--- config.mk ---
export PLATFORM = sky130hd
export DESIGN_NAME = dmc_datapath_ctrl
export DESIGN_NICKNAME = d
export VERILOG_FILES = /design/src/dmc_pkg.sv /design/src/dmc_word_clock.sv /design/src/dmc_datapath_ctrl.sv
export SDC_FILE = /design/constraint.sdc
export NUM_CORES = 1
export LEC_CHECK = 0
export ABC_AREA = 1
export BUFFER_PORTS_ARGS = -buffer_cell sky130_fd_sc_hd__buf_2
export CAP_MARGIN = 20
export CORE_AREA = 2 2 260 198
export CTS_CLUSTER_DIAMETER = 120
export CTS_CLUSTER_SIZE = 28
export DETAILED_ROUTE_END_ITERATION = 10
export DIE_AREA = 0 0 262 200
export GPL_TIMING_DRIVEN = 0
export PLACE_DENSITY = 0.77
export SLEW_MARGIN = 30
export SYNTH_ARGS = -nofsm -noshare
export SYNTH_HDL_FRONTEND = slang
export SYNTH_HIERARCHICAL = 1
export SYNTH_SLANG_ARGS = --single-unit
--- constraint.sdc ---
create_clock -name CLK -period 9.6 [get_ports CLK]
set_input_delay 0.96 -clock CLK [delete_from_list [all_inputs] [get_ports CLK]]
set_output_delay 0.96 -clock CLK [all_outputs]
set_load 0.02 [all_outputs]
--- src/dmc_pkg.sv ---
// shared constants and types for the dac datapath mode control block
package dmc_pkg;
  // register addresses
  localparam logic [4:0] ADDR_MOD = 5'h01;
  localparam logic [4:0] ADDR_IF = 5'h02;
  localparam logic [4:0] ADDR_PLL = 5'h04;
  // values after reset
  localparam logic [7:0] MOD_RESET = 8'h04;
  localparam logic [7:0] IF_RESET = 8'h00;
  localparam logic [7:0] PLL_RESET = 8'h00;
  // field positions, modulation control register
  localparam int INTERP_LSB = 6;
  localparam int MODF_LSB = 4;
  localparam int ZSTUFF_BIT = 3;
  localparam int MIX_BIT = 2;
  localparam int SIGN_BIT = 1;
  // field positions, data interface register
  localparam int FMT_BIT = 7;
  localparam int PORT_BIT = 6;
  localparam int DRV_BIT = 5;
  localparam int EXTCLK_BIT = 3;
  // field positions, pll register
  localparam int PLLEN_BIT = 7;
  // readable bit masks
  localparam logic [7:0] MOD_MASK = 8'hFE;
  localparam logic [7:0] IF_MASK = 8'hE8;
  localparam logic [7:0] PLL_MASK = 8'h80;
  // datapath widths
  localparam int DW = 12;
  localparam int CW = 10;
  localparam int COEF_SHIFT = 8;
  // rotation coefficients scaled by 256
  localparam logic signed [9:0] COEF_ONE = 10'sh100;
  localparam logic signed [9:0] COEF_HALF_ROOT2 = 10'sh0B5;
  localparam logic signed [9:0] COEF_ZERO = 10'sh000;
  // sample saturation limits
  localparam logic signed [11:0] SAT_MAX = 12'sh7FF;
  localparam logic signed [11:0] SAT_MIN = 12'sh800;
  // interpolation rate codes
  typedef enum logic [1:0] {
    INTERP_1X = 2'b00,
    INTERP_2X = 2'b01,
    INTERP_4X = 2'b10,
    INTERP_8X = 2'b11
  } dmc_interp_e;
  // modulation frequency codes
  typedef enum logic [1:0] {
    MODF_NONE = 2'b00,
    MODF_HALF = 2'b01,
    MODF_QUARTER = 2'b10,
    MODF_EIGHTH = 2'b11
  } dmc_modf_e;
endpackage : dmc_pkg

--- src/dmc_word_clock.sv ---
// input word timing: own data clock generator or external clock edge detect
`timescale 1ns/1ps
`default_nettype none
module dmc_word_clock (
  // clock and reset
  input wire logic clk,
  input wire logic rst,
  // mode
  input wire logic [1:0] div_log2,
  input wire logic ext_mode,
  // data clock pin level
  input wire logic pin_i,
  // results
  output logic word_strobe,
  output logic pin_o
);
  logic [2:0] cnt;
  logic [2:0] last;
  logic [2:0] half;
  logic [2:0] next_cnt;
  logic sync1;
  logic sync2;
  logic sync3;

  // period end and high-phase length for the word divisor
  assign last = 3'((4'h1 << div_log2) - 4'h1);
  assign half = 3'((4'h1 << div_log2) >> 1);
  assign next_cnt = (cnt == last) ? 3'h0 : 3'(cnt + 3'h1);

  // word period counter at sample clock rate
  always_ff @(posedge clk)
  begin
    if (rst)
      cnt <= 3'h0;
    else
      cnt <= next_cnt;
  end

  // generated data clock, high in first half of each word period, toggling every cycle at one sample clock per word
  always_ff @(posedge clk)
  begin
    if (rst)
      pin_o <= 1'b0;
    else if (div_log2 == 2'b00)
      pin_o <= ~pin_o; // one word per cycle: fastest toggle
    else
      pin_o <= (next_cnt < half);
  end

  // external clock synchroniser
  always_ff @(posedge clk)
  begin
    if (rst)
    begin
      sync1 <= 1'b0;
      sync2 <= 1'b0;
      sync3 <= 1'b0;
    end
    else
    begin
      sync1 <= pin_i;
      sync2 <= sync1;
      sync3 <= sync2;
    end
  end

  // one word taken per data clock period, two when the own data clock toggles every cycle
  always_ff @(posedge clk)
  begin
    if (rst)
      word_strobe <= 1'b0;
    else if (ext_mode)
      word_strobe <= sync2 & ~sync3;
    else
      word_strobe <= (next_cnt == 3'h0);
  end
endmodule : dmc_word_clock
`default_nettype wire

--- src/dmc_datapath_ctrl.sv ---
// register set, input capture, interpolation and modulation of the dac datapath
`timescale 1ns/1ps
`default_nettype none
// What this block does
// - interpolation code 00/01/10/11 means 1x, 2x, 4x, 8x
// - modulation code 00 none, 01 fs/2, 10 fs/4, 11 fs/8
// - zero stuffing bit inserts zero samples between input samples
// - mix bit one: I and Q modulated independently after interpolation
// - mix bit zero: I and Q form one complex modulator
// - complex sign zero rotates e^-jwt, one rotates e^+jwt
// - format bit zero two's complement, one offset binary
// - port bit zero: I on port one, Q on port two
// - drive bit selects stronger data clock pin driver
// - pll off and external bit zero: device drives its own data clock
// - generated data clock runs at input word rate, one word per period; at one sample clock per word it toggles each cycle, two words per period
// - pll enabled only when pll enable bit is one
module dmc_datapath_ctrl (
  // clock and reset
  input wire logic CLK,
  input wire logic SYS_RST,
  // register port
  input wire logic REG_WE,
  input wire logic [4:0] REG_ADDR,
  input wire logic [7:0] REG_WDATA,
  output logic [7:0] REG_RDATA,
  // input sample ports
  input wire logic [11:0] PORT1_DATA,
  input wire logic [11:0] PORT2_DATA,
  input wire logic CHANNEL_SELECT_INPUT,
  // data clock pin
  input wire logic SAMPLE_RATE_CLOCK_PIN_I,
  output logic SAMPLE_RATE_CLOCK_PIN_O,
  output logic SAMPLE_RATE_CLOCK_PIN_OE,
  output logic DRIVE_STRONG,
  // pll control
  output logic PLL_ENABLE,
  // dac core samples, two's complement
  output logic [11:0] DAC_I,
  output logic [11:0] DAC_Q
);
  logic [7:0] mod_reg;
  logic [7:0] if_reg;
  logic [7:0] pll_reg;
  logic [1:0] interp;
  logic [1:0] modf;
  logic one_port;
  logic ext_clk;
  logic [1:0] div_log2;
  logic word_strobe;
  logic pin_o;
  logic [11:0] w1;
  logic [11:0] w2;
  logic [11:0] stage_i;
  logic signed [11:0] hold_i;
  logic signed [11:0] hold_q;
  logic fresh;
  logic [2:0] phase;
  logic [2:0] step;
  logic signed [11:0] in_i;
  logic signed [11:0] in_q;
  logic signed [9:0] c;
  logic signed [9:0] s;
  logic signed [22:0] acc_i;
  logic signed [22:0] acc_q;

  // eighth-turn cosine table, scaled by 256
  function automatic logic signed [9:0] cos8(input logic [2:0] k);
    unique case (k)
      3'h0: cos8 = dmc_pkg::COEF_ONE;
      3'h1, 3'h7: cos8 = dmc_pkg::COEF_HALF_ROOT2;
      3'h2, 3'h6: cos8 = dmc_pkg::COEF_ZERO;
      3'h3, 3'h5: cos8 = -dmc_pkg::COEF_HALF_ROOT2;
      3'h4: cos8 = -dmc_pkg::COEF_ONE;
    endcase
  endfunction : cos8

  // clamp a scaled sum back to sample width
  function automatic logic signed [11:0] sat12(input logic signed [22:0] v);
    logic signed [22:0] t;
    t = v >>> dmc_pkg::COEF_SHIFT;
    if (t > 23'(dmc_pkg::SAT_MAX))
      sat12 = dmc_pkg::SAT_MAX;
    else if (t < 23'(dmc_pkg::SAT_MIN))
      sat12 = dmc_pkg::SAT_MIN;
    else
      sat12 = t[11:0];
  endfunction : sat12

  // register writes
  always_ff @(posedge CLK)
  begin
    if (SYS_RST)
    begin
      mod_reg <= dmc_pkg::MOD_RESET;
      if_reg <= dmc_pkg::IF_RESET;
      pll_reg <= dmc_pkg::PLL_RESET;
    end
    else if (REG_WE)
    begin
      unique case (REG_ADDR)
        dmc_pkg::ADDR_MOD: mod_reg <= REG_WDATA & dmc_pkg::MOD_MASK;
        dmc_pkg::ADDR_IF: if_reg <= REG_WDATA & dmc_pkg::IF_MASK;
        dmc_pkg::ADDR_PLL: pll_reg <= REG_WDATA & dmc_pkg::PLL_MASK;
        default: ;
      endcase
    end
  end

  // register read back, unused addresses read zero
  always_ff @(posedge CLK)
  begin
    if (SYS_RST)
      REG_RDATA <= 8'h00;
    else
      unique case (REG_ADDR)
        dmc_pkg::ADDR_MOD: REG_RDATA <= mod_reg;
        dmc_pkg::ADDR_IF: REG_RDATA <= if_reg;
        dmc_pkg::ADDR_PLL: REG_RDATA <= pll_reg;
        default: REG_RDATA <= 8'h00;
      endcase
  end

  // field decode
  assign interp = mod_reg[dmc_pkg::INTERP_LSB +: 2];
  assign modf = mod_reg[dmc_pkg::MODF_LSB +: 2];
  assign one_port = if_reg[dmc_pkg::PORT_BIT];
  // pll on means data clock options do not apply
  assign ext_clk = if_reg[dmc_pkg::EXTCLK_BIT] & ~pll_reg[dmc_pkg::PLLEN_BIT];

  // sample clocks per word: interpolation factor, halved when interleaved above 1x
  always_comb
  begin
    if (one_port && interp != dmc_pkg::INTERP_1X)
      div_log2 = 2'(interp - 2'b01);
    else
      div_log2 = interp;
  end

  // data clock timing
  dmc_word_clock u_word_clock (
    .clk(CLK),
    .rst(SYS_RST),
    .div_log2(div_log2),
    .ext_mode(ext_clk),
    .pin_i(SAMPLE_RATE_CLOCK_PIN_I),
    .word_strobe(word_strobe),
    .pin_o(pin_o)
  );

  // data clock pin drive, pll enable and driver strength
  always_ff @(posedge CLK)
  begin
    if (SYS_RST)
    begin
      SAMPLE_RATE_CLOCK_PIN_O <= 1'b0;
      SAMPLE_RATE_CLOCK_PIN_OE <= 1'b0;
      DRIVE_STRONG <= 1'b0;
      PLL_ENABLE <= 1'b0;
    end
    else
    begin
      SAMPLE_RATE_CLOCK_PIN_O <= pin_o;
      SAMPLE_RATE_CLOCK_PIN_OE <= ~ext_clk & ~pll_reg[dmc_pkg::PLLEN_BIT];
      DRIVE_STRONG <= if_reg[dmc_pkg::DRV_BIT];
      PLL_ENABLE <= pll_reg[dmc_pkg::PLLEN_BIT];
    end
  end

  // offset binary turns into two's complement by flipping the sign bit
  assign w1 = {PORT1_DATA[11] ^ if_reg[dmc_pkg::FMT_BIT], PORT1_DATA[10:0]};
  assign w2 = {PORT2_DATA[11] ^ if_reg[dmc_pkg::FMT_BIT], PORT2_DATA[10:0]};

  // input capture, dual port or interleaved single port
  always_ff @(posedge CLK)
  begin
    if (SYS_RST)
    begin
      stage_i <= 12'h000;
      hold_i <= 12'sh000;
      hold_q <= 12'sh000;
      fresh <= 1'b0;
    end
    else
    begin
      fresh <= 1'b0;
      if (word_strobe && !one_port)
      begin
        hold_i <= w1;
        hold_q <= w2;
        fresh <= 1'b1;
      end
      else if (word_strobe && !CHANNEL_SELECT_INPUT)
        stage_i <= w1;
      else if (word_strobe)
      begin
        hold_i <= stage_i;
        hold_q <= w1;
        fresh <= 1'b1;
      end
    end
  end

  // zero stuffing keeps the new sample for one cycle only
  assign in_i = (fresh || !mod_reg[dmc_pkg::ZSTUFF_BIT]) ? hold_i : 12'sh000;
  assign in_q = (fresh || !mod_reg[dmc_pkg::ZSTUFF_BIT]) ? hold_q : 12'sh000;

  // phase step per sample clock for the modulation frequency
  always_comb
  begin
    unique case (modf)
      dmc_pkg::MODF_NONE: step = 3'h0;
      dmc_pkg::MODF_HALF: step = 3'h4;
      dmc_pkg::MODF_QUARTER: step = 3'h2;
      dmc_pkg::MODF_EIGHTH: step = 3'h1;
    endcase
  end

  // modulation phase, parked at zero when modulation is off
  always_ff @(posedge CLK)
  begin
    if (SYS_RST || modf == dmc_pkg::MODF_NONE)
      phase <= 3'h0;
    else
      phase <= 3'(phase + step);
  end

  // rotation coefficients shared by both channels
  assign c = cos8(phase);
  assign s = cos8(3'(phase - 3'h2));

  // real or complex mixing
  always_comb
  begin
    if (mod_reg[dmc_pkg::MIX_BIT])
    begin
      // operands widened first so the product keeps all its bits
      acc_i = 23'(in_i) * 23'(c);
      acc_q = 23'(in_q) * 23'(c);
    end
    else if (!mod_reg[dmc_pkg::SIGN_BIT])
    begin
      acc_i = 23'(in_i) * 23'(c) + 23'(in_q) * 23'(s);
      acc_q = 23'(in_q) * 23'(c) - 23'(in_i) * 23'(s);
    end
    else
    begin
      acc_i = 23'(in_i) * 23'(c) - 23'(in_q) * 23'(s);
      acc_q = 23'(in_q) * 23'(c) + 23'(in_i) * 23'(s);
    end
  end

  // dac sample registers
  always_ff @(posedge CLK)
  begin
    if (SYS_RST)
    begin
      DAC_I <= 12'h000;
      DAC_Q <= 12'h000;
    end
    else
    begin
      DAC_I <= sat12(acc_i);
      DAC_Q <= sat12(acc_q);
    end
  end
endmodule : dmc_datapath_ctrl
`default_nettype wire

==> run summary <==
=================================================================================================================
Cell depth of the worst flop-to-flop path                                                                      38
Synth area leader                                                                                    sky130_fd_sc_hd__fa_1
Status                                                                                               finished, final reports clean
Most used standard cells in the synthesized netlist                                                  sky130_fd_sc_hd__inv_1, sky130_fd_sc_hd__nand2_1, sky130_fd_sc_hd__fa_1
Register bit count reported by yosys                                                                          100
Mean routed wirelength per cell                                                                           18.1 um
Total of endpoints with negative setup slack in the final report                                                0
Total via count after detailed routing                                                                      21400
Cell types with the largest area share after synthesis                                               sky130_fd_sc_hd__fa_1, sky130_fd_sc_hd__ha_1, sky130_fd_sc_hd__inv_1, sky130_fd_sc_hd__dfxtp_1, sky130_fd_sc_hd__nand2_1
Share of the synthesized area in the top cell type                                                          32.0%
Combinational power share                                                                                   42.8%
Global routing met1 resource utilization                                                                    40.2%
Leakage                                                                                                   13.9 nW
Mean post-synth cell area                                                                              7.65 sq um
End of the worst register-to-register path                                                           DAC_I[7]$_SDFF_PP0_
Total negative slack                                                                                         0 ps
Core Footprint                                                                                       0.0497 sq mm
Slowest cell delay on critical path                                                                        550 ps
Final GP Congestion                                                                                         0.972
Detailed Route WL                                                                                        72000 um
Worst hold endpoint                                                                                  u_word_clock/sync2$_SDFF_PP0_
Initial core utilization                                                                                    49.5%
Number of enable flip-flop cells after synthesis                                                                0
Max-capacitance violation count                                                                                 0
Area share of xor/xnor cells in the synthesized design                                                      5.26%
Fraction of the mapped netlist area in simple logic gates                                                   18.4%
Chip height                                                                                                200 um
Clk pwr share                                                                                               27.2%
Largest voltage drop on the vdd net                                                                    0.000108 V
TritonCTS sink count                                                                                          100
Level count of the clock H-tree                                                                                 3
Arithmetic-cell share of the synthesized area counting full adders, half adders and majority gates          46.1%
Share of power burned in registers                                                                          30.0%
Via density per instance                                                                                     5.39
Die Span X                                                                                                 262 um
Max Root-Sink Buffers                                                                                           2
Storage element area                                                                                 0.00201 sq mm
Net Sw Power                                                                                           0.000621 W
Most congested layer reported by global routing                                                              met1
IO buf count                                                                                                   75
Startpoint class of the critical path                                                                        flop
Worst endpoint data arrival time                                                                          9460 ps
Yosys warns                                                                                                     6
Iteration count of the initial detailed-routing pass                                                            8
Final antenna diode count                                                                                       0
Primary flip-flop cell chosen by synthesis mapping                                                   sky130_fd_sc_hd__dfxtp_1
Wire length of the first global-routing pass                                                            113000 um
Mapped Area                                                                                          0.0246 sq mm
Util after Layout                                                                                           53.3%
Combined area of the multi-input logic cells                                                         0.0198 sq mm
Switch share                                                                                                41.0%
Post-route DRC                                                                                                  0
Maximum number of pins on one net before global-route repair                                                   17
Worst Max-Slew Pin Slew                                                                                   1030 ps
Number of hold-slack violations in the final timing report                                                      0
Synthesis-to-layout area growth                                                                             7.62%
Library cell contributing the largest single delay on the critical path                              sky130_fd_sc_hd__fa_1
Area fraction in compound gates after synthesis                                                             9.70%
Seq/Total Area, Yosys                                                                                       8.13%
Cell type with the highest occurrence count on the critical path                                     sky130_fd_sc_hd__fa_1
Number of unique standard cell types used by synthesis                                                         59
Worst Min Path Start                                                                                 u_word_clock/sync1$_SDFF_PP0_
Library cell with the highest instance count after synthesis                                         sky130_fd_sc_hd__inv_1
Worst Setup Path Type                                                                                flop to flop
Cell-internal power                                                                                    0.000892 W
Initial DRC Count                                                                                            2093
Power density over cell area                                                                         57.1 mW/mm^2
CTS tree                                                                                                     done
Filler Cells Inserted                                                                                        4691
Relative slew margins                                                                                       31.0%
Dominant combinational cell family by area after synthesis                                            adder cells
Multiplexer fraction of the synthesized cell area                                                         0.0407%
Type of element capturing the critical path                                                                  flop
Later-pin clock latency in the skew report                                                                 370 ps
Unrepaired setup endpoints after global routing                                                                no
FP Rows                                                                                                        71
Cell depth of the worst hold path                                                                               2
Time the final worst path needs with I/O delays and setup                                                 9190 ps
# nets final                                                                                                 4026
Boundary pin count                                                                                             78
Type of the tightest min-delay check                                                                 flop to flop
Reg2reg start                                                                                        mod_reg[3]$_SDFFE_PP0P_
All-layer global routing usage                                                                              28.2%
Post-synthesis async set-or-reset flop share                                                                   0%
Net count after synthesis                                                                                    3930
Max-slew violation count                                                                                        0
Vias in the first global route                                                                              21000
Clock transition time at the flip-flop clock pins of the worst setup and hold paths                         70 ps
Remaining global-route overflow                                                                                 0
Number of antenna violations at the first check in global routing                                               0
GR met2 Demand/Resource                                                                                     39.4%
Setup slack on the worst flop-to-flop path                                                                 410 ps
Clock Skews                                                                                               7.64 ps
CTS buffer count                                                                                                9
Final ANT Viol Nets                                                                                             0
Endpoint required time on the critical path                                                               9880 ps
Final cycle utilization of the critical path                                                                95.7%
Placement-stage cell area                                                                            0.0258 sq mm
Full die area                                                                                        0.0524 sq mm
Synth Instances                                                                                              3217
Fmax                                                                                                      109 MHz
Fraction of met3 tracks used by global routing                                                              12.1%
Layout Cell Area excl Fill                                                                           0.0265 sq mm
Clk root buf                                                                                         sky130_fd_sc_hd__clkbuf_16
Total half-perimeter wirelength after legalization and detailed placement                                62500 um
Proportion of layout cells with a drive suffix above 1                                                      8.08%
Maximum fanout encountered on the critical timing path                                                         10
=================================================================================================================
## power groups by stage
| stage | logic, W | clock network [W] | registers (W) |
|---|---|---|---|
| 2_1_floorplan | 0.000411 | 0 | 0.000483 |
| 3_3_place_gp | 0.000610 | 0 | 0.000463 |
| 3_5_place_dp | 0.000612 | 0 | 0.000463 |
| 4_1_cts | 0.000617 | 0.000412 | 0.000454 |
| 5_1_grt | 0.000708 | 0.000426 | 0.000457 |
| 6_report | 0.000647 | 0.000412 | 0.000454 |
## layout by cell type (no fill, tap or decap), drive strengths merged, types with 2 or more instances in the layout
cell and count:
a21boi 5, a21o 7, a21oi 206, a221oi 2, a31o 3, a31oi 12
buf 97, bufinv 2, clkbuf 62, clkinv 6, clkinvlp 7, dfxtp 100
fa 393, ha 278, inv 729, nand2 537, nand3 107, nand3b 8
nand4 33, nor2 344, nor3 25, nor3b 3, nor4 8, o2111ai 2
o211ai 6, o21a 5, o21ai 152, o21bai 9, o221ai 3, o22ai 4
o31ai 5, or2 8, xnor2 52, xor2 91
## cell families (layout without fill, tap and decap cells)
| group | Yosys count | after routing |
|---|---|---|
| other | 1 | 1 |
| adders and majority gates | 671 | 671 |
| AOI/OAI and AO/OA | 425 | 425 |
| buffers and inverters | 802 | 903 |
| and+or+nand+nor | 1074 | 1074 |
| muxes | 1 | 1 |
| xor gates and xnor gates | 143 | 143 |
| DFF | 100 | 100 |
## cell type report
class,instances,share of cell area (%)
Clock inverter,4,0.302
Sequential cell,100,7.57
Buffer,62,1.04
Clock buffer,12,0.930
Inverter,740,10.6
Timing Repair Buffer,85,1.75
Tap cell,657,3.10
Multi-Input combinational cell,2315,74.7
## worst max path at each step
stage / from / end / slack (ps) / cells past startpoint
final: mod_reg[3]$_SDFFE_PP0P_ / DAC_I[7]$_SDFF_PP0_ / 410 / 38
after global routing: mod_reg[3]$_SDFFE_PP0P_ / DAC_I[7]$_SDFF_PP0_ / 0.2 / 41
after CTS: phase[2]$_SDFF_PP0_ / DAC_Q[3]$_SDFF_PP0_ / 20 / 37
after detailed placement: phase[2]$_SDFF_PP0_ / DAC_Q[9]$_SDFF_PP0_ / -540 / 37
after global placement: phase[2]$_SDFF_PP0_ / DAC_Q[9]$_SDFF_PP0_ / -850 / 37
after floorplan: mod_reg[3]$_SDFFE_PP0P_ / DAC_Q[9]$_SDFF_PP0_ / 1780 / 40
## worst max-delay path, delay by kind of cell, from the launching register on
family          cells  cell delay (ps)
fa+ha+maj           7             3220
flops               1              370
buf+inv            11             1550
simple gates       10             1580
compound gates      9             1920
xor+xnor            1              440
## stage by stage
stage | hold slack, ps | std cells | power (W) | setup slack [ps]
after floorplan | 388 | 3217 | 0.000894 | 1780
after global placement | 398 | 3949 | 0.00107 | -845
after detailed placement | 406 | 3949 | 0.00108 | -541
after CTS | 415 | 3967 | 0.00148 | 18.9
after global routing | 448 | 3975 | 0.00159 | 0.224
final | 418 | 3975 | 0.00151 | 414
## repair_timing
item	4_1_cts	5_1_grt
resized for setup	13	81
setup buffers	2	8
endpoints found under the setup margin	21	24
pin swaps	2	0
endpoints found under the hold margin	0	0
hold buffers	0	0
## routing by layer
layer	share of wire, %	vias up
li1	-	10100
met1	44	10200
met2	40	1018
met3	14	105
met4	2.4	0
met5	0	-
Note: power is estimated with default switching activity, not from simulation.
